File: config.mk
export PLATFORM = sky130hd
export DESIGN_NAME = pcl_top
export DESIGN_NICKNAME = d
export VERILOG_FILES = /design/src/core/pcl_pkg.sv /design/src/core/pcl_coef_mem.sv /design/src/core/pcl_top.sv
export SDC_FILE = /design/constraint.sdc
export NUM_CORES = 1
export LEC_CHECK = 0
export BUFFER_PORTS_ARGS = -buffer_cell sky130_fd_sc_hd__buf_2
export CAP_MARGIN = 30
export CORE_UTILIZATION = 67
export CTS_BUF_LIST = sky130_fd_sc_hd__clkbuf_2
export CTS_CLUSTER_SIZE = 14
export DETAILED_ROUTE_END_ITERATION = 16
export PLACE_DENSITY = 0.89
export SYNTH_ARGS = -nofsm -noshare
export SYNTH_HDL_FRONTEND = slang
export SYNTH_HIERARCHICAL = 1
export SYNTH_SLANG_ARGS = --single-unit
File: constraint.sdc
create_clock -name clock_i -period 22.7 [get_ports clock_i]
set_clock_uncertainty 0.1 [all_clocks]
set_input_delay 2.27 -clock clock_i [delete_from_list [all_inputs] [get_ports clock_i]]
set_output_delay 2.27 -clock clock_i [all_outputs]
set_load 0.01 [all_outputs]
File: src/core/pcl_pkg.sv
package pcl_pkg;
   // Register indices; the byte address on the bus is four times the index.
   localparam logic [4:0] IDX_CARRIER = 5'h07;
   localparam logic [4:0] IDX_COEF_FIRST = 5'h0b;
   localparam logic [4:0] IDX_COEF_LAST = 5'h1b;
   localparam logic [4:0] IDX_POLARITY = 5'h1b;
   localparam logic [4:0] IDX_TABLE_CTRL = 5'h1d;
   localparam logic [4:0] IDX_STATUS = 5'h1e;
   // Geometry of the stored words and of the coefficient table.
   localparam int WORD_W = 24;
   localparam int COEF_W = 12;
   localparam int COEF_WORDS = 17;
   localparam int COEF_LAST_ENTRY = 32;
   localparam int LANES = 3;
   // Field positions.
   localparam int CARRIER_LSB = 0;
   localparam int CARRIER_W = 3;
   localparam int PRE_INV_BIT = 21;
   localparam int POST_INV_BIT = 22;
   localparam int EVEN_LSB = 0;
   localparam int ODD_LSB = 12;
   localparam int TABLE_VALID_BIT = 0;
   localparam int STAT_RES_LSB = 0;
   localparam int STAT_CODE_LSB = 4;
   localparam int STAT_VALID_BIT = 8;
   // Reset values.
   localparam logic [2:0] CARRIER_RST = 3'h0;
   localparam logic PRE_INV_RST = 1'b0;
   localparam logic POST_INV_RST = 1'b0;
   localparam logic TABLE_VALID_RST = 1'b0;
   // Timing: slowest carrier period and the clock period, in nanoseconds.
   localparam longint CARRIER_SLOW_NS = 64'd8000000;
   localparam longint CLOCK_NS = 64'd4;
   localparam int CARRIER_SLOW_CYC = int'(CARRIER_SLOW_NS / CLOCK_NS);
   // Read answer takes this many wait cycles.
   localparam logic [1:0] READ_WAIT = 2'h2;
endpackage : pcl_pkg

File: src/core/pcl_coef_mem.sv
`timescale 1ns/100ps
`default_nettype none
module pcl_coef_mem #(
   parameter int WIDTH = 24,
   parameter int DEPTH = 17,
   parameter int AW = 5,
   parameter int LANES = 3
) (
   // Clock.
   input wire logic clock_i,
   // Write port with one enable per byte lane.
   input wire logic [LANES-1:0] wr_lane_i,
   input wire logic [AW-1:0] wr_addr_i,
   input wire logic [WIDTH-1:0] wr_data_i,
   // Registered read port for the bus.
   input wire logic [AW-1:0] a_addr_i,
   output logic [WIDTH-1:0] a_data_o,
   // Registered read port for the coefficient lookup.
   input wire logic [AW-1:0] b_addr_i,
   output logic [WIDTH-1:0] b_data_o
);
   // Storage array; contents are not reset, like non-volatile words.
   logic [WIDTH-1:0] mem_q [DEPTH];

   // Each byte lane is written on its own enable.
   for (genvar l = 0; l < LANES; l++) begin : g_lane
      always_ff @(posedge clock_i) begin
         if (wr_lane_i[l] && (int'(wr_addr_i) < DEPTH)) begin
            mem_q[wr_addr_i][l*8 +: 8] <= wr_data_i[l*8 +: 8];
         end
      end
   end

   // Both read ports deliver their word one edge after the address.
   always_ff @(posedge clock_i) begin
      a_data_o <= (int'(a_addr_i) < DEPTH) ? mem_q[a_addr_i] : '0;
      b_data_o <= (int'(b_addr_i) < DEPTH) ? mem_q[b_addr_i] : '0;
   end
endmodule : pcl_coef_mem
`default_nettype wire

File: src/core/pcl_top.sv
// Summary of operation
// - Word 7 bits 2:0 select carrier.
// - Codes map 0.125 to 4 kHz, rest 0.125.
// - Word 0x1B bit 21 inverts before linearizer.
// - Pre-inversion only while table valid.
// - Word 0x1B bit 22 inverts after linearizer.
// - Post-inversion works without a table.
// - Even entries in bits 11:0, 0x0B-0x1B.
// - Odd entries in bits 23:12, 0x0B-0x1A.
// - Coefficients ignored unless table valid.
`timescale 1ns/100ps
`default_nettype none
module pcl_top #(
   parameter int SLOW_PERIOD_CYC = pcl_pkg::CARRIER_SLOW_CYC,
   parameter int SAMPLE_W = 12
) (
   // Clock and synchronous active-low reset.
   input wire logic clock_i,
   input wire logic rst_n_i,
   // Avalon-MM slave, byte addressed.
   input wire logic [6:0] avs_address_i,
   input wire logic avs_read_i,
   input wire logic avs_write_i,
   input wire logic [3:0] avs_byteenable_i,
   input wire logic [31:0] avs_writedata_i,
   output logic [31:0] avs_readdata_o,
   output logic avs_waitrequest_o,
   // Sample entering the linearizer path.
   input wire logic [SAMPLE_W-1:0] sample_i,
   input wire logic sample_valid_i,
   output logic [SAMPLE_W-1:0] lin_in_o,
   output logic lin_in_valid_o,
   // Result returned by the linearizer.
   input wire logic [SAMPLE_W-1:0] lin_result_i,
   input wire logic lin_result_valid_i,
   output logic [SAMPLE_W-1:0] level_o,
   output logic level_valid_o,
   // Coefficient lookup for the linearizer.
   input wire logic [5:0] coeff_idx_i,
   output logic [pcl_pkg::COEF_W-1:0] coeff_o,
   output logic coeff_used_o,
   output logic lin_enable_o,
   // Carrier and pulse output.
   output logic [3:0] resolution_o,
   output logic carrier_start_o,
   output logic pwm_o
);
   // Carrier period in cycles for a selector code.
   function automatic logic [31:0] period_of(input logic [2:0] code);
      logic [31:0] base;
      base = 32'(SLOW_PERIOD_CYC);
      unique case (code)
         3'h1: period_of = base >> 1;
         3'h2: period_of = base >> 2;
         3'h3: period_of = base >> 3;
         3'h4: period_of = base >> 4;
         3'h5: period_of = base >> 5;
         default: period_of = base;
      endcase
   endfunction : period_of

   // Largest output resolution for a selector code.
   function automatic logic [3:0] res_of(input logic [2:0] code);
      unique case (code)
         3'h3: res_of = 4'hb;
         3'h4: res_of = 4'ha;
         3'h5: res_of = 4'h9;
         default: res_of = 4'hc;
      endcase
   endfunction : res_of

   // Mirror of a value about mid-scale.
   function automatic logic [SAMPLE_W-1:0] mirror(input logic [SAMPLE_W-1:0] v);
      mirror = ~v;
   endfunction : mirror

   // Configuration state.
   logic [2:0] carrier_q; // Carrier selector.
   logic pre_inv_q; // Invert ahead of the linearizer.
   logic post_inv_q; // Invert after the linearizer.
   logic table_valid_q; // Coefficient table is complete.
   logic [pcl_pkg::WORD_W-1:0] carrier_word_q; // Full carrier word for read-back.

   // Bus decode.
   logic [4:0] idx; // Register index.
   logic in_table; // Index falls in the coefficient words.
   logic [4:0] mem_idx; // Index relative to the first coefficient word.
   logic [2:0] lanes; // Byte enables of the stored lanes.
   logic [1:0] rd_cnt_q; // Read wait counter.
   logic [pcl_pkg::WORD_W-1:0] mem_a_data; // Bus read word from the table.
   logic [pcl_pkg::WORD_W-1:0] mem_b_data; // Lookup word from the table.

   assign idx = avs_address_i[6:2];
   assign in_table = (idx >= pcl_pkg::IDX_COEF_FIRST) && (idx <= pcl_pkg::IDX_COEF_LAST);
   assign mem_idx = idx - pcl_pkg::IDX_COEF_FIRST;
   assign lanes = avs_byteenable_i[2:0];

   // Reads wait two cycles; writes complete at once.
   assign avs_waitrequest_o = avs_read_i && (rd_cnt_q != pcl_pkg::READ_WAIT);

   // Read wait counter restarts after each answered read.
   always_ff @(posedge clock_i) begin
      if (!rst_n_i) begin
         rd_cnt_q <= 2'h0;
      end else if (avs_read_i && (rd_cnt_q != pcl_pkg::READ_WAIT)) begin
         rd_cnt_q <= rd_cnt_q + 2'h1;
      end else begin
         rd_cnt_q <= 2'h0;
      end
   end

   // Read data are loaded one edge after the table word arrives.
   always_ff @(posedge clock_i) begin
      if (!rst_n_i) begin
         avs_readdata_o <= 32'h0;
      end else if (avs_read_i && (rd_cnt_q == 2'h1)) begin
         if (in_table) begin
            avs_readdata_o <= {8'h0, mem_a_data};
         end else if (idx == pcl_pkg::IDX_CARRIER) begin
            avs_readdata_o <= {8'h0, carrier_word_q};
         end else if (idx == pcl_pkg::IDX_TABLE_CTRL) begin
            avs_readdata_o <= {31'h0, table_valid_q};
         end else if (idx == pcl_pkg::IDX_STATUS) begin
            avs_readdata_o <= 32'h0;
            avs_readdata_o[pcl_pkg::STAT_RES_LSB +: 4] <= res_of(carrier_q);
            avs_readdata_o[pcl_pkg::STAT_CODE_LSB +: 3] <= carrier_q;
            avs_readdata_o[pcl_pkg::STAT_VALID_BIT] <= table_valid_q;
         end else begin
            avs_readdata_o <= 32'h0; // Unmapped reads return zero.
         end
      end
   end

   // Carrier word: the selector steers the pulse generator.
   always_ff @(posedge clock_i) begin
      if (!rst_n_i) begin
         carrier_word_q <= '0;
         carrier_q <= pcl_pkg::CARRIER_RST;
      end else if (avs_write_i && (idx == pcl_pkg::IDX_CARRIER)) begin
         for (int l = 0; l < pcl_pkg::LANES; l++) begin
            if (lanes[l]) begin
               carrier_word_q[l*8 +: 8] <= avs_writedata_i[l*8 +: 8];
            end
         end
         if (lanes[0]) begin
            carrier_q <= avs_writedata_i[pcl_pkg::CARRIER_LSB +: pcl_pkg::CARRIER_W];
         end
      end
   end

   // Polarity bits are shadowed from the last table word.
   always_ff @(posedge clock_i) begin
      if (!rst_n_i) begin
         pre_inv_q <= pcl_pkg::PRE_INV_RST;
         post_inv_q <= pcl_pkg::POST_INV_RST;
      end else if (avs_write_i && (idx == pcl_pkg::IDX_POLARITY) && lanes[2]) begin
         pre_inv_q <= avs_writedata_i[pcl_pkg::PRE_INV_BIT];
         post_inv_q <= avs_writedata_i[pcl_pkg::POST_INV_BIT];
      end
   end

   // Table valid flag, written by software once the table is loaded.
   always_ff @(posedge clock_i) begin
      if (!rst_n_i) begin
         table_valid_q <= pcl_pkg::TABLE_VALID_RST;
      end else if (avs_write_i && (idx == pcl_pkg::IDX_TABLE_CTRL) && lanes[0]) begin
         table_valid_q <= avs_writedata_i[pcl_pkg::TABLE_VALID_BIT];
      end
   end

   // Coefficient lookup: entry n lives in word n/2, upper half when odd.
   logic [4:0] lk_word; // Word holding the requested entry.
   logic lk_ok; // Requested entry exists.
   logic [1:0] lk_odd_q; // Odd flag pipelined with the read.
   logic [1:0] lk_ok_q; // Existence pipelined with the read.
   assign lk_word = coeff_idx_i[5:1];
   assign lk_ok = (int'(coeff_idx_i) <= pcl_pkg::COEF_LAST_ENTRY);

   pcl_coef_mem #(
      .WIDTH(pcl_pkg::WORD_W),
      .DEPTH(pcl_pkg::COEF_WORDS),
      .AW(5),
      .LANES(pcl_pkg::LANES)
   ) u_mem (
      .clock_i(clock_i),
      .wr_lane_i((avs_write_i && in_table) ? lanes : 3'h0),
      .wr_addr_i(mem_idx),
      .wr_data_i(avs_writedata_i[pcl_pkg::WORD_W-1:0]),
      .a_addr_i(mem_idx),
      .a_data_o(mem_a_data),
      .b_addr_i(lk_word),
      .b_data_o(mem_b_data)
   );

   // Coefficient appears two edges after its index; zero while the table is invalid.
   always_ff @(posedge clock_i) begin
      if (!rst_n_i) begin
         lk_odd_q <= 2'h0;
         lk_ok_q <= 2'h0;
         coeff_o <= '0;
         coeff_used_o <= 1'b0;
      end else begin
         lk_odd_q <= {lk_odd_q[0], coeff_idx_i[0]};
         lk_ok_q <= {lk_ok_q[0], lk_ok};
         coeff_used_o <= table_valid_q && lk_ok_q[0];
         if (!table_valid_q || !lk_ok_q[0]) begin
            coeff_o <= '0;
         end else if (lk_odd_q[0]) begin
            coeff_o <= mem_b_data[pcl_pkg::ODD_LSB +: pcl_pkg::COEF_W];
         end else begin
            coeff_o <= mem_b_data[pcl_pkg::EVEN_LSB +: pcl_pkg::COEF_W];
         end
      end
   end
   assign lin_enable_o = table_valid_q;

   // Sample ahead of the linearizer, inverted only with a valid table.
   always_ff @(posedge clock_i) begin
      if (!rst_n_i) begin
         lin_in_o <= '0;
         lin_in_valid_o <= 1'b0;
      end else begin
         lin_in_valid_o <= sample_valid_i;
         if (sample_valid_i) begin
            lin_in_o <= (pre_inv_q && table_valid_q) ? mirror(sample_i) : sample_i;
         end
      end
   end

   // Level after the linearizer; inversion is independent of the table.
   always_ff @(posedge clock_i) begin
      if (!rst_n_i) begin
         level_o <= '0;
         level_valid_o <= 1'b0;
      end else begin
         level_valid_o <= lin_result_valid_i;
         if (lin_result_valid_i) begin
            level_o <= post_inv_q ? mirror(lin_result_i) : lin_result_i;
         end
      end
   end

   // Pulse generator: period from the selector, duty from the level at the allowed resolution.
   logic [31:0] period; // Current carrier period.
   logic [3:0] res; // Current resolution.
   logic [31:0] phase_q; // Position inside the period.
   logic [31:0] duty_q; // High time latched at each period start.
   logic [31:0] duty_d; // High time for the present level.
   assign period = period_of(carrier_q);
   assign res = res_of(carrier_q);
   assign duty_d = 32'((32'(level_o) >> (4'hc - res)) * (period >> res));
   assign resolution_o = res;

   // Phase counter wraps at the period, restarting when the selector shortens it.
   always_ff @(posedge clock_i) begin
      if (!rst_n_i) begin
         phase_q <= 32'h0;
         duty_q <= 32'h0;
         carrier_start_o <= 1'b0;
      end else begin
         carrier_start_o <= (phase_q + 32'h1 >= period);
         if (phase_q + 32'h1 >= period) begin
            phase_q <= 32'h0;
            duty_q <= duty_d;
         end else begin
            phase_q <= phase_q + 32'h1;
         end
      end
   end

   // Output is high for the first part of each period.
   always_ff @(posedge clock_i) begin
      if (!rst_n_i) begin
         pwm_o <= 1'b0;
      end else begin
         pwm_o <= (phase_q < duty_q);
      end
   end

   // Checks.
   a_carrier_sel_ff: assert property (@(posedge clock_i) disable iff (!rst_n_i)
      (avs_write_i && idx == pcl_pkg::IDX_CARRIER && lanes[0]) |=> (carrier_q == $past(avs_writedata_i[2:0])))
      else $error("carrier selector not taken from write");
   a_carrier_fall_back: assert property (@(posedge clock_i) disable iff (!rst_n_i)
      (carrier_q[2:1] == 2'h3) |-> (period == 32'(SLOW_PERIOD_CYC) && res == 4'hc))
      else $error("reserved carrier code not at slowest rate");
   a_res_by_code: assert property (@(posedge clock_i) disable iff (!rst_n_i)
      (carrier_q == 3'h5) |-> (res == 4'h9 && period == 32'(SLOW_PERIOD_CYC) >> 5))
      else $error("fastest carrier has wrong resolution");
   a_pre_inv_on: assert property (@(posedge clock_i) disable iff (!rst_n_i)
      (sample_valid_i && pre_inv_q && table_valid_q) |=> (lin_in_o == ~$past(sample_i)))
      else $error("pre inversion missing");
   a_pre_inv_gated: assert property (@(posedge clock_i) disable iff (!rst_n_i)
      (sample_valid_i && !table_valid_q) |=> (lin_in_o == $past(sample_i)))
      else $error("pre inversion applied without valid table");
   a_post_inv_out: assert property (@(posedge clock_i) disable iff (!rst_n_i)
      (lin_result_valid_i && post_inv_q) |=> (level_o == ~$past(lin_result_i)) && level_valid_o)
      else $error("post inversion missing");
   a_post_no_table: assert property (@(posedge clock_i) disable iff (!rst_n_i)
      (lin_result_valid_i && post_inv_q && !table_valid_q) |=> (level_o == ~$past(lin_result_i)))
      else $error("post inversion missing without a valid table");
   a_post_pass: assert property (@(posedge clock_i) disable iff (!rst_n_i)
      (lin_result_valid_i && !post_inv_q) |=> (level_o == $past(lin_result_i)))
      else $error("level changed without inversion");
   a_coeff_gated: assert property (@(posedge clock_i) disable iff (!rst_n_i)
      !table_valid_q |=> (coeff_o == '0 && !coeff_used_o))
      else $error("coefficient used without valid table");
   a_coeff_odd_half: assert property (@(posedge clock_i) disable iff (!rst_n_i)
      (table_valid_q && lk_ok_q[0] && lk_odd_q[0]) |=> (coeff_o == $past(mem_b_data[23:12])))
      else $error("odd entry from wrong half");
   a_coeff_even_half: assert property (@(posedge clock_i) disable iff (!rst_n_i)
      (table_valid_q && lk_ok_q[0] && !lk_odd_q[0]) |=> (coeff_o == $past(mem_b_data[11:0])))
      else $error("even entry from wrong half");
   // Bus timing: a read is answered after exactly two wait cycles.
   a_read_wait: assert property (@(posedge clock_i) disable iff (!rst_n_i)
      (avs_read_i && rd_cnt_q == 2'h0) |-> avs_waitrequest_o ##1 avs_waitrequest_o ##1 !avs_waitrequest_o)
      else $error("read answer timing wrong");
   c_fast_carrier: cover property (@(posedge clock_i) disable iff (!rst_n_i) carrier_q == 3'h5 && carrier_start_o);
   c_pre_inverted: cover property (@(posedge clock_i) disable iff (!rst_n_i) lin_in_valid_o && pre_inv_q && table_valid_q);
   c_coeff_read: cover property (@(posedge clock_i) disable iff (!rst_n_i) coeff_used_o && lk_odd_q[1]);
endmodule : pcl_top
`default_nettype wire

After elaboration in Yosys (flattened, before gate mapping)
Memory sizes are Yosys's and may differ from the RTL's. A register that Yosys moved wholly into a read port is not among the register bits.
Cells that the tools add are included.
{"block": "totals", "input_bits": 79, "mem_bits_rw": 408, "regBits": 171, "output_inout_bits": 79, "elab_cells": 91, "n_memories": 1}
{"block": "op_classes", "mux": 16, "order_cmp": 7, "n_reduce_logical": 25, "add_sub_neg": 4, "shifts": 2, "n_mul": 1, "bitwise": 3, "n_eq_ne": 11}
{"memory": "u_mem.mem_q", "depth": 17, "width": 24, "rd": 2, "rd_clocked_by_memory_dff": 2, "write_ports": 1, "line": "pcl_coef_mem.sv:23", "text": "logic [WIDTH-1:0] mem_q [DEPTH];"}
{"cell": "$pmux W21 S5", "count": 1}
{"cell": "$mux W24", "count": 2}
{"cell": "$mux W12", "count": 3}
{"cell": "$add A32 B1 Y32 const B", "count": 1}
{"cell": "$ge A32 B32 Y1", "count": 1}
{"cell": "$lt A32 B32 Y1", "count": 1}
{"cell": "$mul A32 B32 Y32", "count": 1}
{"cell": "$shr A12 B4 Y32", "count": 1}
{"cell": "$shr A32 B4 Y32", "count": 1}
{"cell": "$not A12 Y12", "count": 2}
{"cell": "$mux W9", "count": 2}
{"cell": "$eq A5 B5 Y1 const B", "count": 3}
{"cell": "$logic_and A1 B1 Y1", "count": 14}
{"cell": "$lt A5 B5 Y1 const B", "count": 2}
{"cell": "$pmux W3 S3", "count": 1}
{"cell": "$reduce_and A2 Y1", "count": 4}
{"cell": "$eq A3 B2 Y1 const B", "count": 2}
{"cell": "$eq A3 B3 Y1 const B", "count": 2}
{"cell": "$le A6 B6 Y1 const B", "count": 1}
{"cell": "$mux W1", "count": 6}
{"cell": "$eq A5 B3 Y1 const B", "count": 1}
{"cell": "$ge A5 B4 Y1 const B", "count": 1}
{"cell": "$le A5 B5 Y1 const B", "count": 1}
{"cell": "$sub A5 B4 Y5 const B", "count": 1}
{"cell": "other kinds (10)", "count": 14}

Logic depth before layout (Yosys ltp)
{"block": "logic_depth", "depth_word": 7, "ltp_mapped": 37, "mapped_depth_nobuf": 34}

Hierarchy
Netlist, hierarchy kept.
{"module": "pcl_coef_mem", "area_each_um2": 20173.1, "n_inst": 1, "seq_area_each_um2": 13212.7, "cells_per_inst": 1108}
{"module": "pcl_top", "area_each_um2": 14013.4, "n_inst": 1, "seq_area_each_um2": 3103.0, "cells_per_inst": 1654}

Least setup slack after synthesis
No wires, ideal clock.
{"block": "synth_timing", "path_type": "register to register", "from": "register carrier_q[1]", "to": "register duty_q[19]", "path_buffers": 3, "required_time_ns": 22.472, "stages_incl_launch_ff": 34, "period_less_slack_ns": 8.288, "slack_ns": 14.412, "setup_time_ns": 0.128, "arrival_ns": 8.060, "cell_sequence": "dfxtp_1 buf_2 clkinv_1 nor2_2 nor2_2 inv_2 buf_4 mux2i_1 nor2_1 a22oi_1 clkbuf_1 nor2_1 fa_1 fa_1 inv_1 fa_1 inv_1 fa_1 ha_1 ha_1 inv_1 fa_1 fa_1 inv_1 ha_1 nor3_1 nor3_1 a211oi_1 o21bai_1 and4_1 a2111oi_0 xnor2_1 mux2i_1 nor2_1"}
{"block": "synth_between", "elab_chain_cells": 5, "elab_cells_between_ends": 12, "classes_between": "add/sub: 1; mul: 1; order compare: 1; eq/ne: 5; shift: 2; mux: 2"}
{"item": "from (decl)", "line": "pcl_top.sv:78", "text": "logic [2:0] carrier_q;"}
{"item": "from (signal assigned)", "line": "pcl_top.sv:138", "text": "carrier_q <= pcl_pkg::CARRIER_RST;"}
{"item": "from (signal assigned)", "line": "pcl_top.sv:146", "text": "carrier_q <= avs_writedata_i[pcl_pkg::CARRIER_LSB +: pcl_pkg::CARRIER_W];"}
{"item": "$eq A3 B3 Y1 or $eq A3 B2 Y1 (tied branches)", "line": "pcl_top.sv:64", "text": "unique case (code)"}
{"item": "$pmux W3 S3 (*)", "line": "pcl_top.sv:64"}
{"item": "named net resolution_o[0]", "line": "pcl_top.sv:44", "text": "output logic [3:0] resolution_o,"}
{"item": "$sub A4 B4 Y4", "line": "pcl_top.sv:251", "text": "assign duty_d = 32'((32'(level_o) >> (4'hc - res)) * (period >> res));"}
{"item": "$shr A12 B4 Y32", "line": "pcl_top.sv:251"}
{"item": "$mul A32 B32 Y32 (*)", "line": "pcl_top.sv:251"}
{"item": "to (signal assigned)", "line": "pcl_top.sv:264", "text": "duty_q <= duty_d;"}
{"item": "to (decl)", "line": "pcl_top.sv:247", "text": "logic [31:0] duty_q;"}
The timed path passes the listed nets; every way through them passes the cells marked *.
A chain may end at the register's enable or synchronous reset.

==> impl_metrics.yaml <==
drt:
  wl_per_cell_um: 24.75
  via_count: 24860
  ant_nets: 0
  firstDrtPassIters: 8
  viasPerCell: 6.638
  drt_iter0_drc: 3417
  routed_wl_um: 92690
  drcViolationCount: 0
grt:
  grt_pass1_wl_um: 142400
  grt_overflow_total: 0
  grt_max_degree: 77
  antenna_found_initial: 11
  grt.total_usage_pct: 36.15
  grt_pass1_vias: 25459
logic_synthesis:
  ys.flop_type: "edfxtp_1"
  ys_types: 73
  synth_common_cells: "edfxtp_1, nor2_1, inv_1"
  synth_seq_cells: 611
  yosysMostFrequentCell: "edfxtp_1"
  yosys_warnings: 6
  yosysTopAreaCellShare_pct: 35.84
  seq_area_frac_synth_pct: 47.73
  synth_top_area_cell: "edfxtp_1"
  synth_edf_count: 408
  syn_inst: 2762
  synthArstFlopShare_pct: 0
  avgSynthCellArea_um2: 12.38
  synth_area_um2: 34190
  ys_top_cells_by_area: "edfxtp_1, dfxtp_1, mux4_2"
floorplanning:
  core_um2: 50270
  num_rows: 82
  ioPinCount: 158
  initial_core_util_pct: 68.00
  die_area_um2: 51930
  die_x_um: 227.9
  die_y_um: 227.9
worst_setup_path:
  critical_path_class: "reg2reg"
  cpMostUsedCell: "fa_1"
  crit_path_max_incr_delay_ns: 0.86
  crit_fanout: 25
  cp_data_arrival_time_ns: 11.49
  cp_top_family: "adder cells"
  required_ns: 23.77
  slowest_stage: "a22oi_1"
  critical_path.startpoint_type: "flip-flop"
  worstSetupEndpointType: "flip-flop"
  critPathBufInv: 4
clock_tree:
  cts_inserted_buffers: 151
  clockRootBuffer: "clkbuf_2"
  post-cts-setup-buffers: 0
  clk_transition_reported_paths_ns: 0.10
  htree_levels: 4
  cts_resized: 0
  holdBufCountCts: 0
  clock_latency_ns: 1.31
  cts_tree: "built"
  ctsLongestPathBuffers: 3
  cts.sinks: 611
timing:
  worst_pin_slew_ns: 1.155
  slew-limit-headroom_pct: 22.80
  fmax_ghz: 0.09603
  period_minus_slack_ns: 10.41
  rsz0062_at_grt: "no"
  finalHoldViolCount: 0
  finalSetupTns_ns: 0
  finalSetupViolCount: 0
  final_max_slew_viol_count: 0
  whs_ns: 0.3499
  period_share_pct: 45.87
pwr:
  p_per_area_nw_per_um2: 68.23
  ir_worst_vdd_uv: 50.20
  leakagePower_nw: 15.23
placement:
  io_buffer_count: 137
  dp_hpwl_um: 63190
  globalplace.congestion: 0.9290
status:
  status: "complete, no violations"
final_layout:
  drive_gt1_share_pct: 20.18
  nets: 3311
  area_growth_pct: 7.521
  n_fill_cell: 3222
hold_path:
  hp-class: "reg2reg"
run:
  maxCapViolCount: 0
layout make-up:
cell class              instances  area, µm²  share of cell area, %
repair buffers                181       1045                  2.842
flip-flops and latches        611      16320                  44.39
well taps                     672      840.8                  2.287
clock inverters                52      275.3                 0.7489
inverters                     213      805.8                  2.192
diodes                          6      15.01                0.04085
clock buffers                 224       1121                  3.050
multi-input cells            1786      16340                  44.45
worst register-to-register path, delay by kind of cell (launching register included):
kind	cells	cell delay [ns]
flip-flops	1	0.79
AND/OR/NAND/NOR	6	1.78
AO/OA/AOI/OAI	7	2.43
adder cells (fa/ha/maj)	10	4.78
buffers and inverters	4	0.21
XOR/XNOR	1	0.22
stage by stage:
step	utilization (%)	setup slack (ns)	cell area [µm²]	std cells	total power [mW]
6_report	73.12	12.29	36760	3745	2.508
4_1_cts	72.94	12.45	36670	3731	2.502
3_3_place_gp	70.13	12.59	35260	3454	1.747
5_1_grt	73.11	11.59	36760	3744	2.624
2_1_floorplan	-	14.41	34280	2786	1.620
3_5_place_dp	70.16	12.47	35270	3455	1.770
registers in the layout (all words and copies together) (netlist names):
register / count
coeff_o: 12
post_inv_q: 1
lin_in_valid_o: 1
pre_inv_q: 1
level_valid_o: 1
carrier_start_o: 1
carrier_q: 2
u_mem/b_data_o: 24
lk_odd_q: 1
avs_readdata_o: 24
u_mem/a_data_o: 24
carrier_word_q: 22
pwm_o: 1
level_o: 12
lin_in_o: 12
lk_ok_q: 1
lin_enable_o: 1
u_mem/mem_q: 408
rd_cnt_q: 2
duty_q: 27
phase_q: 32
coeff_used_o: 1
worst paths after layout:
kind                     start  slack (ns)  depth (start not counted)                 to
max          carrier_word_q[2]       12.29                         28         duty_q[25]
min          u_mem/a_data_o[2]        0.35                          2  avs_readdata_o[2]
max reg2reg  carrier_word_q[2]       12.29                         28         duty_q[25]
min reg2reg  u_mem/a_data_o[2]        0.35                          2  avs_readdata_o[2]
power by group:
group / internal, mW / total (mW) / switching (mW)
clock: 0.289 / 0.747 / 0.458
combinational: 0.205 / 0.518 / 0.313
sequential: 1.22 / 1.24 / 0.0225
total: 1.71 / 2.51 / 0.794
layout by cell type (no fill, tap or decap), types with 10 or more instances in the layout:
cell type and n:
nand2b_1 19, a22oi_1 100, mux4_2 144, mux2i_1 193, a21o_1 29, nand2_1 137, a221oi_1 26, clkinv_1 37
nand4_1 13, conb_1 26, nand3_1 32, a21oi_1 70, inv_1 207, edfxtp_1 408, buf_4 40, fa_1 109
xnor2_1 38, buf_2 136, nor3_1 32, o21bai_1 54, o22ai_1 51, and2_1 10, ha_1 179, clkbuf_2 224
o21ai_0 28, xor2_1 28, a211oi_1 32, or2_2 22, dfxtp_1 203, nor2_1 277, and3_1 41
metal layers:
metal | part of all wire (%) | vias up | track usage [%]
met3 | 13 | 345 | 10.81
met5 | 0.014 | - | 0
met2 | 47 | 1897 | 56.78
met4 | 4.7 | 2 | 20.43
met1 | 35 | 12012 | 44.91
li1 | - | 10604 | -
cell families (layout without fill, tap and decap cells):
group | after synthesis | in the layout | synth area share, %
AOI/OAI and AO/OA | 439 | 439 | 8.919
xor gates and xnor gates | 69 | 69 | 1.768
adders and majority gates | 288 | 288 | 12.93
buffers and inverters | 389 | 670 | 4.926
DFF | 611 | 611 | 47.73
muxes | 339 | 339 | 15.20
other | 2 | 32 | 0.02197
and+or+nand+nor | 625 | 625 | 8.502
(Power assumes the default switching activity.)
